## config.mk

```make
export PLATFORM = sky130hd
export DESIGN_NAME = card_cmd_response_regs
export DESIGN_NICKNAME = d
export VERILOG_FILES = /design/src/card_resp_pkg.sv /design/src/crc7_if.sv /design/src/crc7_unit.sv /design/src/card_cmd_response_regs.sv
export SDC_FILE = /design/constraint.sdc
export NUM_CORES = 1
export LEC_CHECK = 0
export BUFFER_PORTS_ARGS = -buffer_cell sky130_fd_sc_hd__buf_4
export CORE_MARGIN = 8
export CORE_UTILIZATION = 51
export CTS_CLUSTER_DIAMETER = 60
export DETAILED_ROUTE_END_ITERATION = 16
export GPL_TIMING_DRIVEN = 0
export PLACE_DENSITY = 0.68
export SLEW_MARGIN = 15
export SYNTH_ARGS = -nofsm -noshare
export SYNTH_HDL_FRONTEND = slang
export SYNTH_SLANG_ARGS = --single-unit
```

## constraint.sdc

```tcl
create_clock -name pclk -period 3 [get_ports pclk]
set_input_delay 0.9 -clock pclk [delete_from_list [all_inputs] [get_ports pclk]]
set_output_delay 0.9 -clock pclk [all_outputs]
set_load 0.03 [all_outputs]
```

## src/card_resp_pkg.sv

```systemverilog
// Constants shared by the response register bank and its CRC unit.
// Assumes a 32-bit APB master on pclk and a card link sampled on pclk.
// Overview of operation
// - CRC enable bit three gates the check
// - CRC covers R[47:1] or R[119:1]
// - Enabled check failures raise the error interrupt
// - Sub command bit only reported back
// - Type 00 none, 01 long, 10/11 short
// - Busy types wait for data line release
// - Four response words at 010h to 01Ch
// - Short responses store R[39:8] low word
// - Long responses store R[127:8] into bits 119:0
// - Auto stop response goes to top word
// - No-data command response stays in low word
// - Auto count response top word, errors reported
// - Partial updates keep other response bits
// - Serial abort responses at 018h and 01Ch
// - Buffer data port at offset 020h
// - Index enable gates index comparison
package card_resp_pkg;
  localparam int          ADDR_W        = 12;
  localparam int          STAT_W        = 4;
  // Register offsets
  localparam logic [11:0] OFF_CMD       = 12'h00C;
  localparam logic [11:0] OFF_RESP0     = 12'h010;
  localparam logic [11:0] OFF_RESP1     = 12'h014;
  localparam logic [11:0] OFF_RESP2     = 12'h018;
  localparam logic [11:0] OFF_RESP3     = 12'h01C;
  localparam logic [11:0] OFF_BUF       = 12'h020;
  localparam logic [11:0] OFF_STAT      = 12'h030;
  localparam logic [11:0] OFF_MASK      = 12'h034;
  localparam logic [11:0] OFF_RCTL      = 12'h038;
  localparam logic [11:0] OFF_STATE     = 12'h03C;
  // Command register fields
  localparam int          CMD_IDX_LSB   = 8;
  localparam int          CMD_IDXEN_BIT = 4;
  localparam int          CMD_CRCEN_BIT = 3;
  localparam int          CMD_SUB_BIT   = 2;
  localparam logic [15:0] CMD_WMASK     = 16'h3F1F;
  localparam logic [15:0] CMD_RESET     = 16'h0000;
  // Response type codes
  localparam logic [1:0]  RT_NONE       = 2'h0;
  localparam logic [1:0]  RT_LONG       = 2'h1;
  localparam logic [1:0]  RT_SHORT      = 2'h2;
  localparam logic [1:0]  RT_BUSY       = 2'h3;
  // Response control register: auto kind in [1:0], serial mode, card abort
  localparam logic [1:0]  AUTO_NONE     = 2'h0;
  localparam logic [1:0]  AUTO_STOP     = 2'h1;
  localparam logic [1:0]  AUTO_COUNT    = 2'h2;
  localparam int          RCTL_SER_BIT  = 2;
  localparam int          RCTL_CTA_BIT  = 3;
  localparam logic [3:0]  RCTL_RESET    = 4'h0;
  // Interrupt status bits
  localparam int          ST_DONE_BIT   = 0;
  localparam int          ST_CRC_BIT    = 1;
  localparam int          ST_IDX_BIT    = 2;
  localparam int          ST_AUTO_BIT   = 3;
  localparam logic [3:0]  MASK_RESET    = 4'h0;
  // Response framing, counted in link bits
  localparam logic [7:0]  LEN_SHORT     = 8'd48;
  localparam logic [7:0]  LEN_LONG      = 8'd136;
  localparam logic [7:0]  CRC_TOP_SHORT = 8'd47;
  localparam logic [7:0]  CRC_TOP_LONG  = 8'd119;
  localparam logic [6:0]  CRC7_POLY     = 7'h09;
  localparam logic [31:0] WORD_RESET    = 32'h0000_0000;
  typedef enum logic [4:0] {
    S_IDLE  = 5'b00001,
    S_WAIT  = 5'b00010,
    S_SHIFT = 5'b00100,
    S_CHECK = 5'b01000,
    S_BUSY  = 5'b10000
  } rx_state_t;
endpackage

```

## src/crc7_if.sv

```systemverilog
// Carries serial bits from the response receiver to the CRC unit.
// Assumes both ends run on pclk.
`timescale 1ns/1ps
interface crc7_if;
  logic       clear;
  logic       valid;
  logic       din;
  logic [6:0] crc;
  modport calc (input clear, input valid, input din, output crc);
  modport user (output clear, output valid, output din, input crc);
endinterface

```

## src/crc7_unit.sv

```systemverilog
// Serial CRC-7 accumulator; a zero remainder after the CRC bits means good.
// Assumes one bit per valid strobe, most significant bit first.
`timescale 1ns/1ps
module crc7_unit (
  // Clock and reset
  input  wire logic pclk,
  input  wire logic presetn,
  // Bit stream
  crc7_if.calc      bus
);
  import card_resp_pkg::*;
  logic fb;
  assign fb = bus.din ^ bus.crc[6];
  always_ff @(posedge pclk or negedge presetn) begin
    if (!presetn) begin
      bus.crc <= 7'h00;
    end else if (bus.clear) begin
      bus.crc <= 7'h00;
    end else if (bus.valid) begin
      bus.crc <= {bus.crc[5:0], 1'b0} ^ (fb ? CRC7_POLY : 7'h00);
    end
  end
endmodule

```

## src/card_cmd_response_regs.sv

```systemverilog
// Response handling for a memory-card host: command fields, response
// receive and check, 128-bit response store, buffer data port.
// Assumes an APB master on pclk; card clock and lines arrive asynchronously.
`timescale 1ns/1ps
module card_cmd_response_regs (
  // Clock and reset
  input  wire logic                             pclk,
  input  wire logic                             presetn,
  // APB slave
  input  wire logic                             psel,
  input  wire logic                             penable,
  input  wire logic                             pwrite,
  input  wire logic [card_resp_pkg::ADDR_W-1:0] paddr,
  input  wire logic [31:0]                      pwdata,
  output logic      [31:0]                      prdata,
  output logic                                  pready,
  output logic                                  pslverr,
  // Card link
  input  wire logic                             card_clk,
  input  wire logic                             card_cmd,
  input  wire logic                             card_dat0,
  // Interrupt
  output logic                                  irq
);
  import card_resp_pkg::*;

  logic [2:0]        clk_sync_reg;
  logic [1:0]        cmd_sync_reg;
  logic [1:0]        dat0_sync_reg;
  logic              link_rise;
  logic              cmd_s;
  logic              dat0_s;
  logic              acc;
  logic              wr;
  logic              rd;
  logic              hit;
  logic [31:0]       rd_mux;
  logic [15:0]       cmd_reg;
  logic [3:0]        rctl_reg;
  logic [3:0]        mask_reg;
  logic [31:0]       buf_reg;
  logic [STAT_W-1:0] stat_reg;
  logic [STAT_W-1:0] snap_reg;
  logic [STAT_W-1:0] stat_set;
  logic [STAT_W-1:0] stat_clr;
  logic [127:0]      resp_reg;
  rx_state_t         st_reg;
  logic [7:0]        cnt_reg;
  logic [135:0]      sr_reg;
  logic              long_reg;
  logic              issue;
  logic              issue_none;
  logic [7:0]        crc_top;
  logic              crc_err;
  logic              idx_err;
  logic              busy_end;
  logic [1:0]        rtype;
  logic [1:0]        auto_kind;

  crc7_if crc_bus ();

  crc7_unit u_crc (
    .pclk    (pclk),
    .presetn (presetn),
    .bus     (crc_bus)
  );

  // Two-stage synchronisers; stage two onward feeds logic
  always_ff @(posedge pclk or negedge presetn) begin
    if (!presetn) begin
      clk_sync_reg  <= 3'h0;
      cmd_sync_reg  <= 2'h3;
      dat0_sync_reg <= 2'h3;
    end else begin
      clk_sync_reg  <= {clk_sync_reg[1:0], card_clk};
      cmd_sync_reg  <= {cmd_sync_reg[0], card_cmd};
      dat0_sync_reg <= {dat0_sync_reg[0], card_dat0};
    end
  end

  assign link_rise = clk_sync_reg[1] & ~clk_sync_reg[2];
  assign cmd_s     = cmd_sync_reg[1];
  assign dat0_s    = dat0_sync_reg[1];

  // APB: one wait state, answer registered
  assign acc = psel & penable;
  assign wr  = acc & pready & pwrite;
  assign rd  = acc & pready & ~pwrite;

  always_comb begin
    hit    = 1'b1;
    rd_mux = 32'h0000_0000;
    case (paddr)
      OFF_CMD:   rd_mux = {16'h0000, cmd_reg};
      OFF_RESP0: rd_mux = resp_reg[31:0];
      OFF_RESP1: rd_mux = resp_reg[63:32];
      OFF_RESP2: rd_mux = resp_reg[95:64];
      OFF_RESP3: rd_mux = resp_reg[127:96];
      OFF_BUF:   rd_mux = buf_reg;
      OFF_STAT:  rd_mux = {28'h000_0000, stat_reg};
      OFF_MASK:  rd_mux = {28'h000_0000, mask_reg};
      OFF_RCTL:  rd_mux = {28'h000_0000, rctl_reg};
      OFF_STATE: rd_mux = {29'h000_0000, st_reg == S_BUSY, st_reg != S_IDLE,
                           cmd_reg[CMD_SUB_BIT]};
      default:   hit    = 1'b0;
    endcase
  end

  always_ff @(posedge pclk or negedge presetn) begin
    if (!presetn) begin
      pready  <= 1'b0;
      prdata  <= 32'h0000_0000;
      pslverr <= 1'b0;
      snap_reg <= '0;
    end else begin
      pready  <= acc & ~pready;
      pslverr <= acc & ~pready & ~hit;
      if (acc & ~pready) begin
        prdata   <= rd_mux;
        snap_reg <= (paddr == OFF_STAT) ? stat_reg : '0;
      end
    end
  end

  // Software registers
  always_ff @(posedge pclk or negedge presetn) begin
    if (!presetn) begin
      cmd_reg  <= CMD_RESET;
      rctl_reg <= RCTL_RESET;
      mask_reg <= MASK_RESET;
      buf_reg  <= WORD_RESET;
    end else if (wr) begin
      case (paddr)
        OFF_CMD:  cmd_reg  <= pwdata[15:0] & CMD_WMASK;
        OFF_RCTL: rctl_reg <= pwdata[3:0];
        OFF_MASK: mask_reg <= pwdata[3:0];
        OFF_BUF:  buf_reg  <= pwdata;
        default:  cmd_reg  <= cmd_reg;
      endcase
    end
  end

  assign rtype      = cmd_reg[1:0];
  assign auto_kind  = rctl_reg[1:0];
  assign issue      = wr && paddr == OFF_CMD && st_reg == S_IDLE
                      && pwdata[1:0] != RT_NONE;
  assign issue_none = wr && paddr == OFF_CMD && st_reg == S_IDLE
                      && pwdata[1:0] == RT_NONE;
  assign crc_top    = long_reg ? CRC_TOP_LONG : CRC_TOP_SHORT;

  // CRC feed: every bit whose index lies in 1..top
  assign crc_bus.clear = issue;
  assign crc_bus.din   = cmd_s;
  assign crc_bus.valid = link_rise && (
                         (st_reg == S_WAIT && !cmd_s && !long_reg) ||
                         (st_reg == S_SHIFT && cnt_reg != 8'd0 && cnt_reg <= crc_top));

  // Response receiver
  always_ff @(posedge pclk or negedge presetn) begin
    if (!presetn) begin
      st_reg   <= S_IDLE;
      cnt_reg  <= 8'd0;
      sr_reg   <= '0;
      long_reg <= 1'b0;
    end else begin
      case (st_reg)
        S_IDLE: begin
          if (issue) begin
            st_reg   <= S_WAIT;
            long_reg <= pwdata[1:0] == RT_LONG;
          end
        end
        S_WAIT: begin
          if (link_rise && !cmd_s) begin
            st_reg  <= S_SHIFT;
            cnt_reg <= (long_reg ? LEN_LONG : LEN_SHORT) - 8'd2;
            sr_reg  <= '0;
          end
        end
        S_SHIFT: begin
          if (link_rise) begin
            sr_reg <= {sr_reg[134:0], cmd_s};
            if (cnt_reg == 8'd0) begin
              st_reg <= S_CHECK;
            end else begin
              cnt_reg <= cnt_reg - 8'd1;
            end
          end
        end
        S_CHECK: begin
          st_reg <= (rtype == RT_BUSY) ? S_BUSY : S_IDLE;
        end
        S_BUSY: begin
          if (link_rise && dat0_s) begin
            st_reg <= S_IDLE;
          end
        end
        default: st_reg <= S_IDLE;
      endcase
    end
  end

  // Checks, each only when its enable is set
  assign crc_err  = st_reg == S_CHECK && cmd_reg[CMD_CRCEN_BIT]
                    && crc_bus.crc != 7'h00;
  assign idx_err  = st_reg == S_CHECK && cmd_reg[CMD_IDXEN_BIT]
                    && !long_reg
                    && sr_reg[45:40] != cmd_reg[CMD_IDX_LSB +: 6];
  assign busy_end = st_reg == S_BUSY && link_rise && dat0_s;

  always_comb begin
    stat_set               = '0;
    stat_set[ST_CRC_BIT]   = crc_err;
    stat_set[ST_IDX_BIT]   = idx_err;
    stat_set[ST_AUTO_BIT]  = (crc_err | idx_err) && !long_reg
                             && auto_kind == AUTO_COUNT;
    stat_set[ST_DONE_BIT]  = issue_none | busy_end
                             | (st_reg == S_CHECK && rtype != RT_BUSY);
    stat_clr               = rd ? snap_reg : '0;
  end

  // Sticky status: a new event wins over a read clear
  always_ff @(posedge pclk or negedge presetn) begin
    if (!presetn) begin
      stat_reg <= '0;
      irq      <= 1'b0;
    end else begin
      stat_reg <= (stat_reg & ~stat_clr) | stat_set;
      irq      <= |(stat_reg & mask_reg);
    end
  end

  // Response store; untouched bits keep their value
  always_ff @(posedge pclk or negedge presetn) begin
    if (!presetn) begin
      resp_reg <= '0;
    end else if (st_reg == S_CHECK) begin
      if (!long_reg) begin
        if (auto_kind != AUTO_NONE) begin
          resp_reg[127:96] <= sr_reg[39:8];
        end else begin
          resp_reg[31:0]   <= sr_reg[39:8];
        end
      end else if (rctl_reg[RCTL_SER_BIT] && rctl_reg[RCTL_CTA_BIT]) begin
        resp_reg[127:64] <= sr_reg[71:8];
      end else begin
        resp_reg[119:0]  <= sr_reg[127:8];
      end
    end
  end
endmodule

```

==> metrics.csv, run 1 <==
metric,value,unit
synthXorXnorAreaFrac,0.00477,
fin_skew,18.1,ps
fp.dieH,196,um
antenna_cells,0,
worst-endpoint-arrival,3380,ps
tightest_slew,961,ps
p_per_area,560,nW/um2
yosysWarnings,0,
reg2regPathDepth,6,
portBuffers,85,
worstSkewPairLatency,550,ps
ys_top_cells_by_area,"dfrtp_1 (56%), mux2_2 (8.2%), a22o_1 (8.2%), mux2i_1 (4.0%), nand2_1 (3.2%)",
final.setup.worst_slack,11.3,ps
drt-total-wl,47.4,mm
slew_violations,0,
slowest_stage,clkbuf_1,
vdd_drop_max,439,uV
ant_nets,0,
fin_crit_sh,0.996,
initial_core_util,0.514,
critPathRequiredTime,3390,ps
synth-main-ff-cell,dfrtp_1,
cp.depth,6,
dp_slack,-1220,ps
ios,87,
worstSetupEndpointType,flip-flop,
dp_hpwl,34.3,mm
cts_max_level,2,
num_vias,12200,
setup_tns,0,ps
synth_compound_area_frac,0.167,
synth_cell_types,66,
grt_use_total,0.248,
whs,348,ps
post_cts_resized,5,
fin_crit,2990,ps
gr-total-overflow,0,
fp.dieArea,38400,um2
fp-row-count,66,
postSynthCellCount,1403,
grt_pass1_vias,12100,
ys_seq_area_frac,0.572,
worst-path-buf-inv,3,
path_max_fanout,10,
drtPass1Iterations,5,
synth_nets,1461,
grt_pass1_wl,74.2,mm
vias_per_cell,6.20,
path_clk_slew,60,ps
power.leakage,9.09,nW
synth_top_area_share,0.564,
remaining_drc_errors,0,
worst_path_largest_cell_delay,780,ps
dp.cells,1899,
nets,1591,
grt_max_degree,105,
syn_avg_cell_area,11.8,um2
synth_top_family_by_area,compound AO/OA/AOI/OAI gates,
cts_tree,yes,
fin_area,19100,um2
ys_ff_latch,378,
postCtsHoldBufs,0,
cp_cell_sequence,buf_4 -> clkbuf_1 -> clkbuf_1 -> mux4_2 -> a222oi_1 -> o31ai_1,
clk_path_buf_depth,3,
layout-drive-gt1-share,0.194,
instances_no_fill,1969,
syn-cell-area,16500,um2
numCtsBuffers,42,
crit_top_cell,clkbuf_1,
clock-sinks,378,
setup_viol,0,
rsz0062_at_grt,false,
cp_top_family,buffers and inverters,
slew_headroom,0.360,
hp-class,in -> async,
antenna_found_initial,0,
fmax,335,MHz
synthSimpleGateAreaFrac,0.0909,
synthMuxAreaShare,0.133,
cap_violations,0,
status,completed,
critical_path_class,in -> reg,
drt_iter0_drc,1215,
synth-edff-count,0,
fp.dieW,196,um
yosys.area_share.adder,0.00454,
area_growth_syn_to_layout,15.6,%
start_kind,primary input,
hold_viol,0,
synth-async-reset-ratio,1.00,
avgRoutedWirePerCell,24.1,um
synth_area_leader_cell,dfrtp_1,
post_cts_buffers,0,
placed_cell_area,17800,um2
fill_cells,2673,
gp_congestion,0.886,
core_area,32200,um2
cts-root-buf,clkbuf_16,
## cell usage in the layout (no fill, tap or decap), types with 15 or more instances in the layout
cell type and instances:
a221oi_1 22, dfrtp_1 373, o21ai_0 98, mux2_2 121, nor2_1 77, clkbuf_16 43, nand3_1 34, a21oi_1 19
buf_4 84, nor3_1 15, clkbuf_1 96, mux2i_1 66, a22o_1 155, nand2_1 143, o2bb2ai_1 17
## final timing paths
path	start	endpoint	slack, ps
worst max-delay path	paddr[3]	prdata[9]$_DFFE_PN0P_	10
worst min-delay path	presetn	sr_reg[78]$_DFFE_PN0P_	350
worst max register to register	st_reg[4]$_DFFE_PN0P_	cnt_reg[1]$_DFFE_PN0P_	80
worst min register to register	clk_sync_reg[0]$_DFF_PN0_	clk_sync_reg[1]$_DFF_PN0_	350
max in group asynchronous	presetn	resp_reg[91]$_DFFE_PN0P_	1270
min in group pclk	clk_sync_reg[0]$_DFF_PN0_	clk_sync_reg[1]$_DFF_PN0_	350
## cells by family (layout without fill, tap and decap cells)
family	Yosys count	after routing
AOI/OAI and AO/OA	371	371
xor gates and xnor gates	9	9
adders and majority gates	6	6
buffers and inverters	115	273
DFF	378	378
muxes	195	195
and+or+nand+nor	329	329
## final cells by class
type	instances	area, um2	area share
repair buffers	88	728	0.0381
inverters	9	33.8	0.00177
clock inverters	8	82.6	0.00432
clock buffers	64	1250	0.0656
plain buffers	104	417	0.0218
multi-input cells	910	6630	0.347
flip-flops and latches	378	9470	0.495
well taps	408	510	0.0267
## stage by stage
stage,power [W],util
final,0.0107,0.594
after global routing,0.0111,0.594
after CTS,0.0108,0.594
after detailed placement,0.00579,0.552
after global placement,0.00577,0.549
after floorplan,0.00547,-
## where the power goes
group / internal, W / total [W] / switching, W
Combinational: 0.000165 / 0.000512 / 0.000348
Sequential: 0.00515 / 0.00518 / 0.0000291
Clock: 0.00297 / 0.00502 / 0.00205
Total: 0.00828 / 0.0107 / 0.00243
## routing by layer
metal  routed length [um]  global-route usage  up-vias
met5                    0                   0        -
met4                 1160              0.0744        0
met3                 3890              0.0550       77
met2                20400               0.363      492
met1                21900               0.365     6174
li1                     -                   -     5460
## Yosys cell counts (6+ instances only)
cell	number
nand3_1	34
xnor2_1	7
a211oi_1	8
nand2_1	143
o2bb2ai_1	17
and2_1	6
a22o_1	155
buf_1	9
ha_1	6
inv_1	9
nor2_1	77
mux2i_1	66
mux4_2	8
nand4_1	7
mux2_2	121
a221oi_1	22
clkbuf_1	91
a21oi_1	19
o22ai_1	11
a22oi_1	10
nor3_1	15
dfrtp_1	373
o21ai_0	98
No activity file was read; power rests on OpenSTA's default activity.
==> run 2: changes to the inputs <==
Settings changed: ABC_AREA set to 1.
Clock period 3 ns to 2.85 ns, I/O delays scaled along.
==> run 2 against run 1 <==
Effect of this change:
- global-route usage is 1.4 points higher
- largest power group unchanged
- critical path depth up 5
- clock power rose by 2%
- die area is 6.9% higher
- sequential share of layout area decreased by 3.0 points
- register-to-register slack better by 380 ps
- clock-buffer cell count increased by 3
- worst setup slack gained 420 ps
- combinational power shrank 46%
- cell count is 37% higher
- non-clock buffer count is 18 higher
- clock skew about the same
- largest cell class unchanged
==> metrics.csv, run 2 <==
metric,value,unit,change
avgRoutedWirePerCell,19.8,um,was 24.1 um
ys_ff_latch,378,,unchanged
reg2reg_from,long_reg$_DFFE_PN0P_,,was st_reg[4]$_DFFE_PN0P_
synth-main-ff-cell,dfrtp_1,,unchanged
setup_tns,0,ps,unchanged
slew_headroom,0.493,,was 0.360
vdd_drop_max,467,uV,was 439 uV
grt_use_total,0.262,,was 0.248
numCtsBuffers,41,,was 42
gr-total-overflow,0,,unchanged
rsz0062_at_grt,false,,unchanged
hold_viol,0,,unchanged
initial_core_util,0.516,,was 0.514
p_switching,0.00233,W,was 0.00243 W
intPower,0.00845,W,was 0.00828 W
synth_common_cells,"nand2_1 (554), dfrtp_1 (373), nand3_1 (247), o21ai_0 (197), inv_1 (172)",,"was dfrtp_1 (373), a22o_1 (155), nand2_1 (143), mux2_2 (121), o21ai_0 (98)"
clk_path_buf_depth,3,,unchanged
cts-root-buf,clkbuf_16,,unchanged
antenna_cells,0,,unchanged
cts_max_level,2,,unchanged
core_area,34500,um2,was 32200 um2
status,completed,,unchanged
synth_nets,2149,,was 1461
worstSkewPairLatency,540,ps,was 550 ps
synth_most_common_cell,nand2_1,,was dfrtp_1
gp_congestion,0.933,,was 0.886
ys_top_cells_by_area,"dfrtp_1 (53%), nand2_1 (12%), nand3_1 (7.0%), o21ai_0 (5.5%), inv_1 (3.6%)",,"was dfrtp_1 (56%), mux2_2 (8.2%), a22o_1 (8.2%), mux2i_1 (4.0%), nand2_1 (3.2%)"
synth-edff-count,0,,unchanged
area_growth_syn_to_layout,14.5,%,was 15.6%
yosysWarnings,0,,unchanged
swShare,0.216,,was 0.227
setup_viol,0,,unchanged
portBuffers,86,,was 85
critical_path_class,in -> reg,,unchanged
post_cts_buffers,0,,unchanged
power.leakage,9.77,nW,was 9.09 nW
grt_pass1_vias,15100,,was 12100
syn_avg_cell_area,8.50,um2,was 11.8 um2
power_frac_comb,0.026,,was 0.048
fill_cells,3125,,was 2673
postCtsHoldBufs,0,,unchanged
critPathRequiredTime,3330,ps,was 3390 ps
clock-sinks,378,,unchanged
met1_usage,0.360,,was 0.365
fp.dieArea,41100,um2,was 38400 um2
ant_nets,0,,unchanged
nets,2280,,was 1591
fmax,414,MHz,
syn-cell-area,17800,um2,was 16500 um2
fp.dieW,203,um,was 196 um
cap_violations,0,,unchanged
vias_per_cell,5.56,,was 6.20
use_met2,0.395,,was 0.363
seq_power_share,0.499,,was 0.484
final_cell_mix,"nand2_1 (554), dfrtp_1 (373), nand3_1 (247)",,"was dfrtp_1 (373), a22o_1 (155), nand2_1 (143)"
final_common_cell,nand2_1,,was dfrtp_1
fp-row-count,68,,was 66
fin_crit,2410,ps,
synth_area_leader_cell,dfrtp_1,,unchanged
reg2regPathDepth,12,,was 6
postSynthCellCount,2091,,was 1403
p_per_area,529,nW/um2,was 560 nW/um2
worst-endpoint-arrival,2890,ps,was 3380 ps
grt_pass1_wl,85.1,mm,was 74.2 mm
drt_iter0_drc,1324,,was 1215
hp-class,in -> async,,unchanged
pwr-share-clk,0.475,,was 0.468
grt_use_met3,0.0677,,was 0.0550
grt.busiest_layer,met2,,was met1
ys_seq_area_frac,0.532,,was 0.572
ios,87,,unchanged
cts_tree,yes,,unchanged
drt-total-wl,53.6,mm,was 47.4 mm
grt_max_degree,108,,was 105
start_kind,primary input,,unchanged
path_clk_slew,60,ps,about the same
slew_violations,0,,unchanged
worstSetupEndpointType,flip-flop,,unchanged
antenna_found_initial,1,,was 0
path_max_fanout,10,,unchanged
synth-async-reset-ratio,1.00,,unchanged
dp_hpwl,39.7,mm,was 34.3 mm
remaining_drc_errors,0,,unchanged
fin_crit_sh,0.847,,
synth_top_area_share,0.525,,was 0.564
whs,312,ps,was 348 ps
r2r_slack,460,ps,was 80 ps
synth_cell_types,48,,was 66
num_vias,15000,,was 12200
fin_skew,18.4,ps,was 18.1 ps
post_cts_resized,0,,was 5
fp.dieH,203,um,was 196 um
reg2reg_to,u_crc.bus.crc[5]$_DFFE_PN0P_,,was cnt_reg[1]$_DFFE_PN0P_
tightest_slew,760,ps,was 961 ps
drtPass1Iterations,5,,unchanged
layout-drive-gt1-share,0.137,,was 0.194
-- run 2: changes by cell type after synthesis, moves of 32 or more --
cell | previous run | this run
a22o_1 | 155 | 0
mux2i_1 | 66 | 0
o21ai_1 | 1 | 91
o21a_1 | 0 | 32
inv_1 | 9 | 172
nand2_1 | 143 | 554
nor2_1 | 77 | 116
o21ai_0 | 98 | 197
nand3_1 | 34 | 247
clkbuf_1 | 91 | 39
mux2_2 | 121 | 3
buf_2 | 5 | 52
-- run 2: routing by layer --
layer  part of all wire  wire [um]
met5            0.00024         13
met4              0.036       1940
met3              0.085       4590
met2               0.44      23700
met1               0.44      23400
-- run 2: worst max-delay path by stage --
stage | from | end | slack, ps | depth (start not counted)
2_1_floorplan | paddr[1] | buf_reg[14]$_DFFE_PN0P_ | 810 | 6
3_3_place_gp | presetn | resp_reg[83]$_DFFE_PN0P_ | -2730 | 1
6_report | paddr[8] | prdata[15]$_DFFE_PN0P_ | 440 | 11
3_5_place_dp | paddr[8] | prdata[15]$_DFFE_PN0P_ | -90 | 11
4_1_cts | paddr[8] | prdata[15]$_DFFE_PN0P_ | 480 | 11
5_1_grt | long_reg$_DFFE_PN0P_ | u_crc.bus.crc[4]$_DFFE_PN0P_ | 320 | 12
-- run 2: layout make-up --
type	count	area, um2	area share
inverter	183	687	0.0337
multi-input combinational	1408	6950	0.341
sequential	378	9470	0.465
clock inverter	4	27.5	0.00135
buffer	121	677	0.0332
timing repair buffer	89	736	0.0361
clock buffer	67	1260	0.0617
tap	455	569	0.0280
-- run 2: stage by stage --
step	util	std cells	power, W	worst slack (ps)	cell area (um2)
after global placement	0.551	2632	0.00574	-2730	19000
after CTS	0.591	2705	0.0109	476	20400
final	0.591	2705	0.0108	436	20400
after floorplan	-	2091	0.00555	809	17800
after global routing	0.591	2705	0.0111	315	20400
after detailed placement	0.554	2635	0.00576	-92.5	19100
-- run 2: worst max-delay path, cell delays in order --
cell and delay (ps):
buf_4 110, inv_1 40, nand2_1 70, nor2_4 300
inv_2 160, nor3_4 550, buf_4 320, nand2_1 90
nand2_1 170, nand2_1 120, nand2_1 90
-- run 2: cell families (layout without fill, tap and decap cells) --
family,after synthesis,after routing,share of synthesized area
fa+ha+maj,6,6,0.00422
compound gates,407,407,0.130
mux,21,21,0.0171
buf+inv,305,464,0.0769
simple gates,964,964,0.234
flops,378,378,0.532
xor+xnor,10,10,0.00493
-- run 2: power groups by stage --
stage               registers [W]   logic, W  clock network, W
floorplan                 0.00548  0.0000656                 0
global placement          0.00548   0.000263                 0
detailed placement        0.00548   0.000284                 0
CTS                       0.00538   0.000285           0.00519
global route              0.00538   0.000312           0.00540
finish                    0.00538   0.000277           0.00512
